$ cat src/timer2_pkg.sv
package timer2_pkg;
	// ====================================================
	// register map (byte addresses on the axi4-lite bus)
	localparam logic [7:0] ctrl_off = 8'h00;
	localparam logic [7:0] reload_off = 8'h04;
	localparam logic [7:0] capture_off = 8'h08;
	localparam logic [7:0] count_off = 8'h0C;
	localparam logic [7:0] mode_off = 8'h10;
	localparam logic [7:0] irq_stat_off = 8'h14;
	localparam logic [7:0] irq_mask_off = 8'h18;
	// ====================================================
	// control register fields
	localparam int ovf_bit = 7;
	localparam int ext_flag_bit = 6;
	localparam int rx_sel_bit = 5;
	localparam int tx_sel_bit = 4;
	localparam int trig_en_bit = 3;
	localparam int run_bit = 2;
	localparam int cnt_mode_bit = 1;
	localparam int cap_sel_bit = 0;
	localparam logic [7:0] ctrl_reset = 8'h00;
	// mode register: bit 0 up/down enable, bit 1 count direction (1 = up)
	localparam int updown_bit = 0;
	localparam int dir_bit = 1;
	localparam logic [1:0] mode_reset = 2'h2;
	// irq status: bit 0 overflow, bit 1 external event
	localparam int irq_ovf_bit = 0;
	localparam int irq_ext_bit = 1;
	// ====================================================
	// timing and bus response codes
	localparam int osc_div = 12;
	localparam logic [1:0] resp_okay = 2'h0;
	localparam logic [1:0] resp_slverr = 2'h2;

	typedef struct packed {
		logic overflow_flag;
		logic external_event_flag;
		logic rx_baud_source_select;
		logic tx_baud_source_select;
		logic external_trigger_enable;
		logic run_control;
		logic counter_mode_select;
		logic capture_reload_select;
	} timer2_control_t;

	typedef struct packed {
		logic rx_tick;
		logic tx_tick;
	} baud_ticks_t;
endpackage : timer2_pkg

$ cat src/timer2_ctrl.sv
// Design decisions made here: the register addresses and the AXI4-Lite register port.
`timescale 1ns/1ps
// Function
// - outside up/down mode, a trigger-pin falling edge that captures or reloads sets the external event flag.
// - outside up/down mode, an enabled timer interrupt with the external event flag set raises the interrupt.
// - in up/down mode the external event flag raises no interrupt.
// - with rx select set the receiver baud clock is this timer's overflow, else timer 1.
// - with tx select set the transmitter baud clock is this timer's overflow, else timer 1.
// - trigger edges act only while the timer is not the serial baud clock.
// - with trigger enable clear, trigger pin events are ignored.
// - run control starts counting when 1 and stops it when 0.
// - counter mode 0 counts osc/12, mode 1 counts event input falling edges.
// - capture select with trigger enable captures the count on each trigger fall.
// - reload mode reloads on overflow, and also on trigger fall when enabled outside up/down mode.
// - while rx or tx select is 1 the overflow flag is not set.
// - with rx and tx select both 0, each overflow sets the overflow flag, cleared by software.
// - in up/down mode each over- or underflow toggles the external event flag.
module timer2_ctrl #(
	parameter int width = 16
) (
	input wire logic aclk,
	input wire logic aresetn,
	input wire logic ce,
	input wire logic [7:0] s_axi_awaddr,
	input wire logic s_axi_awvalid,
	output logic s_axi_awready,
	input wire logic [31:0] s_axi_wdata,
	input wire logic [3:0] s_axi_wstrb,
	input wire logic s_axi_wvalid,
	output logic s_axi_wready,
	output logic [1:0] s_axi_bresp,
	output logic s_axi_bvalid,
	input wire logic s_axi_bready,
	input wire logic [7:0] s_axi_araddr,
	input wire logic s_axi_arvalid,
	output logic s_axi_arready,
	output logic [31:0] s_axi_rdata,
	output logic [1:0] s_axi_rresp,
	output logic s_axi_rvalid,
	input wire logic s_axi_rready,
	input wire logic trigger_input_pin,
	input wire logic event_input_pin,
	input wire logic timer1_overflow,
	input wire logic timer2_irq_enable,
	output timer2_pkg::baud_ticks_t baud_ticks,
	output logic irq
);
	import timer2_pkg::*;

	timer2_control_t ctrl_r;
	logic [1:0] mode_r;
	logic [width-1:0] count_r, reload_r, capture_r;
	logic [1:0] stat_r, mask_r;
	logic [3:0] presc_r;
	logic [7:0] aw_addr_r, ar_addr_r;
	logic aw_have_r, w_have_r;
	logic [31:0] wdata_r;
	logic [3:0] wstrb_r;
	logic [31:0] rd_nxt;
	logic trig_fall, evt_fall, tick, baud_mode, trig_act, wr_go;
	logic at_top, at_bot, ovf, unf, wrap;
	logic ovf_set, ext_set, ext_tgl;

	// ====================================================
	// edge detection
	fall_detect u_trig (
		.aclk(aclk),
		.aresetn(aresetn),
		.ce(ce),
		.din(trigger_input_pin),
		.fall(trig_fall)
	);
	fall_detect u_evt (
		.aclk(aclk),
		.aresetn(aresetn),
		.ce(ce),
		.din(event_input_pin),
		.fall(evt_fall)
	);

	// ====================================================
	// count engine
	always_ff @(posedge aclk) begin
		if (!aresetn) begin
			presc_r <= 4'h0;
		end else if (ce) begin
			if (presc_r == 4'(osc_div - 1)) begin
				presc_r <= 4'h0;
			end else begin
				presc_r <= presc_r + 4'h1;
			end
		end
	end

	assign baud_mode = ctrl_r.rx_baud_source_select || ctrl_r.tx_baud_source_select;
	// external trigger only when enabled and not feeding the serial port
	assign trig_act = trig_fall && ctrl_r.external_trigger_enable && !baud_mode;
	assign tick = ctrl_r.run_control && (ctrl_r.counter_mode_select ? evt_fall
		: (presc_r == 4'(osc_div - 1)));
	assign at_top = count_r == {width{1'b1}};
	assign at_bot = count_r == reload_r;
	assign ovf = tick && at_top && !(mode_r[updown_bit] && !mode_r[dir_bit]);
	assign unf = tick && mode_r[updown_bit] && !mode_r[dir_bit] && at_bot;
	assign wrap = ovf || unf;

	always_ff @(posedge aclk) begin
		if (!aresetn) begin
			count_r <= '0;
		end else if (ce) begin
			if (wr_go && aw_addr_r == count_off) begin
				count_r <= wdata_r[width-1:0];
			end else if (trig_act && !ctrl_r.capture_reload_select && !mode_r[updown_bit]) begin
				count_r <= reload_r;
			end else if (ovf && (!ctrl_r.capture_reload_select || baud_mode)) begin
				count_r <= reload_r;
			end else if (unf) begin
				count_r <= {width{1'b1}};
			end else if (tick && mode_r[updown_bit] && !mode_r[dir_bit]) begin
				count_r <= count_r - width'(1);
			end else if (tick) begin
				count_r <= count_r + width'(1);
			end
		end
	end

	always_ff @(posedge aclk) begin
		if (!aresetn) begin
			capture_r <= '0;
		end else if (ce && trig_act && ctrl_r.capture_reload_select) begin
			capture_r <= count_r;
		end
	end

	// ====================================================
	// flags: hardware set wins over a software clear in the same cycle
	assign ovf_set = ovf && !baud_mode;
	assign ext_set = trig_act && !mode_r[updown_bit];
	assign ext_tgl = wrap && mode_r[updown_bit];

	always_ff @(posedge aclk) begin
		if (!aresetn) begin
			ctrl_r <= timer2_control_t'(ctrl_reset);
		end else if (ce) begin
			if (wr_go && aw_addr_r == ctrl_off && wstrb_r[0]) begin
				ctrl_r <= timer2_control_t'(wdata_r[7:0]);
			end
			if (ovf_set) begin
				ctrl_r.overflow_flag <= 1'b1;
			end
			// no clear on interrupt entry; software writes it to zero
			if (ext_set) begin
				ctrl_r.external_event_flag <= 1'b1;
			end else if (ext_tgl) begin
				ctrl_r.external_event_flag <= ~ctrl_r.external_event_flag;
			end
		end
	end

	always_ff @(posedge aclk) begin
		if (!aresetn) begin
			mode_r <= mode_reset;
			reload_r <= '0;
			mask_r <= 2'h0;
		end else if (ce && wr_go) begin
			if (aw_addr_r == mode_off) begin
				mode_r <= wdata_r[1:0];
			end
			if (aw_addr_r == reload_off) begin
				reload_r <= wdata_r[width-1:0];
			end
			if (aw_addr_r == irq_mask_off) begin
				mask_r <= wdata_r[1:0];
			end
		end
	end

	always_ff @(posedge aclk) begin
		if (!aresetn) begin
			stat_r <= 2'h0;
		end else if (ce) begin
			for (int i = 0; i < 2; i++) begin
				if (wr_go && aw_addr_r == irq_stat_off && wdata_r[i]) begin
					stat_r[i] <= 1'b0;
				end
			end
			if (ovf_set) begin
				stat_r[irq_ovf_bit] <= 1'b1;
			end
			if (ext_set) begin
				stat_r[irq_ext_bit] <= 1'b1;
			end
		end
	end

	// ====================================================
	// interrupt and baud outputs
	always_ff @(posedge aclk) begin
		if (!aresetn) begin
			irq <= 1'b0;
			baud_ticks <= '0;
		end else if (ce) begin
			irq <= (|(stat_r & mask_r)) || (timer2_irq_enable
				&& (ctrl_r.overflow_flag
				|| (ctrl_r.external_event_flag && !mode_r[updown_bit])));
			baud_ticks.rx_tick <= ctrl_r.rx_baud_source_select ? ovf : timer1_overflow;
			baud_ticks.tx_tick <= ctrl_r.tx_baud_source_select ? ovf : timer1_overflow;
		end
	end

	// ====================================================
	// axi4-lite slave: one write and one read at a time
	assign wr_go = aw_have_r && w_have_r && !s_axi_bvalid;

	always_ff @(posedge aclk) begin
		if (!aresetn) begin
			aw_have_r <= 1'b0;
			w_have_r <= 1'b0;
			aw_addr_r <= 8'h00;
			wdata_r <= 32'h0;
			wstrb_r <= 4'h0;
			s_axi_awready <= 1'b0;
			s_axi_wready <= 1'b0;
			s_axi_bvalid <= 1'b0;
			s_axi_bresp <= resp_okay;
		end else if (ce) begin
			s_axi_awready <= !aw_have_r && !s_axi_awready && s_axi_awvalid;
			s_axi_wready <= !w_have_r && !s_axi_wready && s_axi_wvalid;
			if (s_axi_awready && s_axi_awvalid) begin
				aw_have_r <= 1'b1;
				aw_addr_r <= s_axi_awaddr;
			end
			if (s_axi_wready && s_axi_wvalid) begin
				w_have_r <= 1'b1;
				wdata_r <= s_axi_wdata;
				wstrb_r <= s_axi_wstrb;
			end
			if (wr_go) begin
				aw_have_r <= 1'b0;
				w_have_r <= 1'b0;
				s_axi_bvalid <= 1'b1;
				s_axi_bresp <= (aw_addr_r <= irq_mask_off && aw_addr_r[1:0] == 2'h0
					&& aw_addr_r != capture_off) ? resp_okay : resp_slverr;
			end else if (s_axi_bready) begin
				s_axi_bvalid <= 1'b0;
			end
		end
	end

	always_comb begin
		rd_nxt = 32'h0;
		case (ar_addr_r)
			ctrl_off: rd_nxt = {24'h0, ctrl_r};
			reload_off: rd_nxt = 32'(reload_r);
			capture_off: rd_nxt = 32'(capture_r);
			count_off: rd_nxt = 32'(count_r);
			mode_off: rd_nxt = {30'h0, mode_r};
			irq_stat_off: rd_nxt = {30'h0, stat_r};
			irq_mask_off: rd_nxt = {30'h0, mask_r};
			default: rd_nxt = 32'h0;
		endcase
	end

	typedef enum {rd_idle, rd_fetch, rd_resp} rd_state_t;
	rd_state_t rd_r;

	always_ff @(posedge aclk) begin
		if (!aresetn) begin
			rd_r <= rd_idle;
			ar_addr_r <= 8'h00;
			s_axi_arready <= 1'b0;
			s_axi_rvalid <= 1'b0;
			s_axi_rdata <= 32'h0;
			s_axi_rresp <= resp_okay;
		end else if (ce) begin
			case (rd_r)
				rd_idle: begin
					s_axi_arready <= s_axi_arvalid && !s_axi_arready;
					if (s_axi_arready && s_axi_arvalid) begin
						ar_addr_r <= s_axi_araddr;
						s_axi_arready <= 1'b0;
						rd_r <= rd_fetch;
					end
				end
				rd_fetch: begin
					s_axi_rvalid <= 1'b1;
					s_axi_rdata <= rd_nxt;
					s_axi_rresp <= (ar_addr_r <= irq_mask_off && ar_addr_r[1:0] == 2'h0)
						? resp_okay : resp_slverr;
					rd_r <= rd_resp;
				end
				rd_resp: begin
					if (s_axi_rready) begin
						s_axi_rvalid <= 1'b0;
						rd_r <= rd_idle;
					end
				end
				default: rd_r <= rd_idle;
			endcase
		end
	end
endmodule : timer2_ctrl

$ cat src/fall_detect.sv
`timescale 1ns/1ps
module fall_detect (
	input wire logic aclk,
	input wire logic aresetn,
	input wire logic ce,
	input wire logic din,
	output logic fall
);
	logic prev_r;
	// pin is synchronous to aclk, so one stage of history is enough
	always_ff @(posedge aclk) begin
		if (!aresetn) begin
			prev_r <= 1'b1;
		end else if (ce) begin
			prev_r <= din;
		end
	end
	assign fall = ce && prev_r && !din;
endmodule : fall_detect

$ cat config.mk
export PLATFORM = sky130hd
export DESIGN_NAME = timer2_ctrl
export DESIGN_NICKNAME = d
export VERILOG_FILES = /design/src/timer2_pkg.sv /design/src/timer2_ctrl.sv /design/src/fall_detect.sv
export SDC_FILE = /design/constraint.sdc
export NUM_CORES = 1
export LEC_CHECK = 0
export ABC_AREA = 1
export BUFFER_PORTS_ARGS = -buffer_cell sky130_fd_sc_hd__buf_2
export CORE_UTILIZATION = 57
export CTS_CLUSTER_SIZE = 12
export DETAILED_ROUTE_END_ITERATION = 8
export HOLD_SLACK_MARGIN = 0.1
export PLACE_DENSITY = 0.78
export SYNTH_ARGS = -nofsm -noshare
export SYNTH_HDL_FRONTEND = slang
export SYNTH_SLANG_ARGS = --single-unit
$ cat constraint.sdc
create_clock -name aclk -period 3.5 [get_ports aclk]
set_input_delay 0.175 -clock aclk [delete_from_list [all_inputs] [get_ports aclk]]
set_output_delay 0.175 -clock aclk [all_outputs]
set_load 0.005 [all_outputs]
==> key figures <==
Worst setup path
  • Worst path required time: between 3 and 4 ns
  • CP endpoint kind: register
  • CP most frequent cell: nand2_1
  • CP bufs+invs: 4
  • Reg2reg setup slack: 0.36 ns
  • Critical Path Fanout Max: 13
  • CP peak stage delay: between 0.3 and 0.4 ns
  • Crit path launch: presc_r[0]$_SDFFE_PN0P_
  • Arr. time, crit path: between 3 and 4 ns
  • Slowest cell on the critical path: fa_1
  • Crit-path cells: ha_1 > nand2_1 > inv_1 > nand2_1 > nand2_1 > nand3_1 > clkinvlp_4 > buf_12 > buf_4 > fa_1 > nand3_1 > nand2_1 > nand2_1 > nand2_1 > nand2_1 > nand3b_1 > nand2_1 > nand2_1 > nand2_1 > nand2_1 > nand2_1 > a21oi_1
  • Worst setup path category: register to register
  • CP top delay family: simple AND/OR/NAND/NOR gates
  • Critical path launch point type: register
  • Crit Reg-Reg Startpoint: presc_r[0]$_SDFFE_PN0P_

Global routing
  • First-pass GRT wire length: between 30 and 40 mm
  • Initial antenna violation count: 0
  • Vias in the first global route: roughly 6,200
  • GRT overflow: 0
  • GRT Util Overall: 0.300
  • Largest net degree at the start of global routing: 68

Floorplanning
  • Die Y: approximately 110 um
  • IO Pins: around 110
  • DIE AREA: between 10,000 and 15,000 um^2
  • Core box area: 11,600 um^2
  • Die X: around 110 um
  • Cell row count: 39
  • Starting density of the core: 0.597

Yosys
  • Ys async rst share: 0
  • Seq/Total Area, Yosys: 0.378
  • Number of flops mapped to enable cells by yosys: 0
  • Yosys cell types: 38
  • Yosys warns: 0
  • Mapped Area: about 6900 um^2
  • Ys flop type: dfxtp_1
  • Gate Count Post-Synth: approximately 1,000
  • Yosys reg bits: 131
  • Mean Syn Cell Area: 6.63 um^2

STA
  • Post-route clock skew: 0.00704 ns
  • RSZ-0062 raised after global routing: false
  • Tcrit/Tclk final: 0.898
  • Setup tns final: 0 ns
  • Max-slew headroom: 0.246
  • Fmax: 318 MHz
  • Final setup fails: 0
  • Worst-Margin Slew: 1.13 ns
  • Slew Limit Fails: 0
  • Tmin final: 3.14 ns
  • Final Hold Viols: 0
  • Final setup margin: 0.356 ns

Pwr
  • Power density cells: between 400 and 500 nW/um^2
  • Peak supply drop: between 200 and 300 uV
  • Final total power: around 3.5 mW
  • Leakage: 3.70 nW

Layout
  • Final #Nets: 1,223
  • N_diodes: 0
  • Most frequent cells in the layout: nand2_1 (262), a21oi_1 (157), dfxtp_1 (131)
  • Commonest non-fill, non-tap cell in the layout: nand2_1
  • Synth-to-layout area growth: 19.5%
  • Layout cells sized above 1: 0.106

Detailed routing
  • Drt drc: 7
  • Antenna Nets Post-Route: 0
  • Pre-antenna DRT Iters: 9
  • Drt total wl: 18.1 mm
  • Vias: ~7,000
  • Iter 0 DRT Violations: about 800
  • Routed wire per std cell: approximately 14 um
  • Vias per inst: approximately 5.4

Clock network
  • Htree depth: 4
  • Worst-path clk slew: roughly 0.050 ns
  • Clock root buffer: clkbuf_16
  • Clk Latency, worst-skew pair: around 0.41 ns
  • Clk sinks: ~130
  • Max Root-Sink Buffers: 2
  • Num CTS Buffers: 17
  • TritonCTS clock tree: yes

Run status
  • Violated checks: design-rule violations
  • Outcome: finished, violations left

Place
  • Input/output buffers: 70
  • GPL Wtd Cong: roughly 0.89
  • Setup WS pre-CTS: just over 0.4 ns
  • Dpl hpwl: 12.4 mm

Job
  • Max_cap viols: 0

Worst hold path
  • Min-Delay Path Class: primary input to register
  • Hold Path Origin: ce
-- stage by stage --
| stage | std cells | area [um^2] | util | hold WS [ns] |
|---|---|---|---|---|
| after global placement | 1229 | 7290 | 0.628 | 0.413 |
| after floorplan | 1063 | 7000 | - | 0.310 |
| after CTS | 1294 | 8260 | 0.711 | 0.110 |
| after global routing | 1295 | 8280 | 0.713 | 0.123 |
| final | 1295 | 8280 | 0.713 | 0.106 |
| after detailed placement | 1229 | 7290 | 0.628 | 0.412 |
-- power breakdown --
group	switching [mW]	total (mW)	internal, mW
clock	0.608	1.80	1.20
sequential	0.0171	1.53	1.52
combinational	0.107	0.187	0.0796
-- repair_timing --
item                                    CTS  global route
buffers inserted                          0             1
resized for setup                         0             1
hold buffers                             37             0
endpoints found under the setup margin    0             3
endpoints found under the hold margin    38             0
-- worst reg2reg max path, delay by kind of cell, from the launching register on --
kind,cells,cell delay [ns]
fa+ha+maj,2,0.60
buf+inv,4,0.61
flops,1,0.33
compound gates,1,0.06
simple gates,15,1.37
-- worst paths after layout --
check	end	cells past startpoint
worst max-delay path	count_r[14]$_SDFFE_PN0P_	22
worst min-delay path	u_evt.prev_r$_SDFFE_PN1P_	4
worst max register to register	count_r[14]$_SDFFE_PN0P_	22
worst min register to register	aw_addr_r[0]$_SDFFE_PN0P_	2
-- sequential cells by signal, indices dropped and copies added, names as in the netlist, 8 cells and up --
signal and count:
wdata_r 16, ctrl_r 8, count_r 16, s_axi_rdata 16, capture_r 16, ar_addr_r 8
reload_r 16, aw_addr_r 8
-- layout make-up --
cell class	instances	area (um^2)
clock buffer	23	498
timing repair buffer	119	823
clock inverter	5	100
fill	976	3330
sequential	131	2620
inverter	133	503
multi-input combinational	741	3560
tap	143	179
-- routing by layer --
metal / part of all wire / GRT usage
met4: 0.022 / 0.0978
met2: 0.43 / 0.461
met3: 0.073 / 0.0664
met5: 0 / 0
met1: 0.47 / 0.418
-- cells in the mapped netlist (2+ instances only) --
cell / instances / area (um^2)
nand2_1: 262 / 983
a21oi_1: 157 / 786
dfxtp_1: 131 / 2620
inv_1: 127 / 477
o21ai_0: 114 / 571
nor2_1: 69 / 259
nand3_1: 32 / 160
clkbuf_1: 28 / 105
buf_4: 22 / 165
ha_1: 15 / 188
nor3_1: 12 / 60.1
nand4_1: 8 / 50.1
buf_2: 7 / 35.0
o221ai_1: 7 / 61.3
a31oi_1: 6 / 37.5
o31ai_1: 6 / 45.0
xnor2_1: 5 / 43.8
a211oi_1: 4 / 30.0
inv_2: 4 / 15.0
nor2_2: 3 / 18.8
xor2_1: 3 / 26.3
a221oi_1: 2 / 17.5
and2_1: 2 / 12.5
and3_1: 2 / 12.5
clkinv_1: 2 / 7.51
nor3_2: 2 / 20.0
o22ai_1: 2 / 12.5
or2_2: 2 / 12.5
-- cells by family (layout without fill, tap and decap cells) --
| kind of cell | count (synthesis) | after routing | synth area share |
|---|---|---|---|
| other cells | 1 | 18 | 0.000541 |
| compound gates | 303 | 303 | 0.232 |
| simple gates | 396 | 396 | 0.231 |
| xor+xnor | 8 | 8 | 0.0101 |
| buf+inv | 191 | 280 | 0.118 |
| flops | 131 | 131 | 0.378 |
| fa+ha+maj | 16 | 16 | 0.0300 |
(Power assumes the default switching activity.)
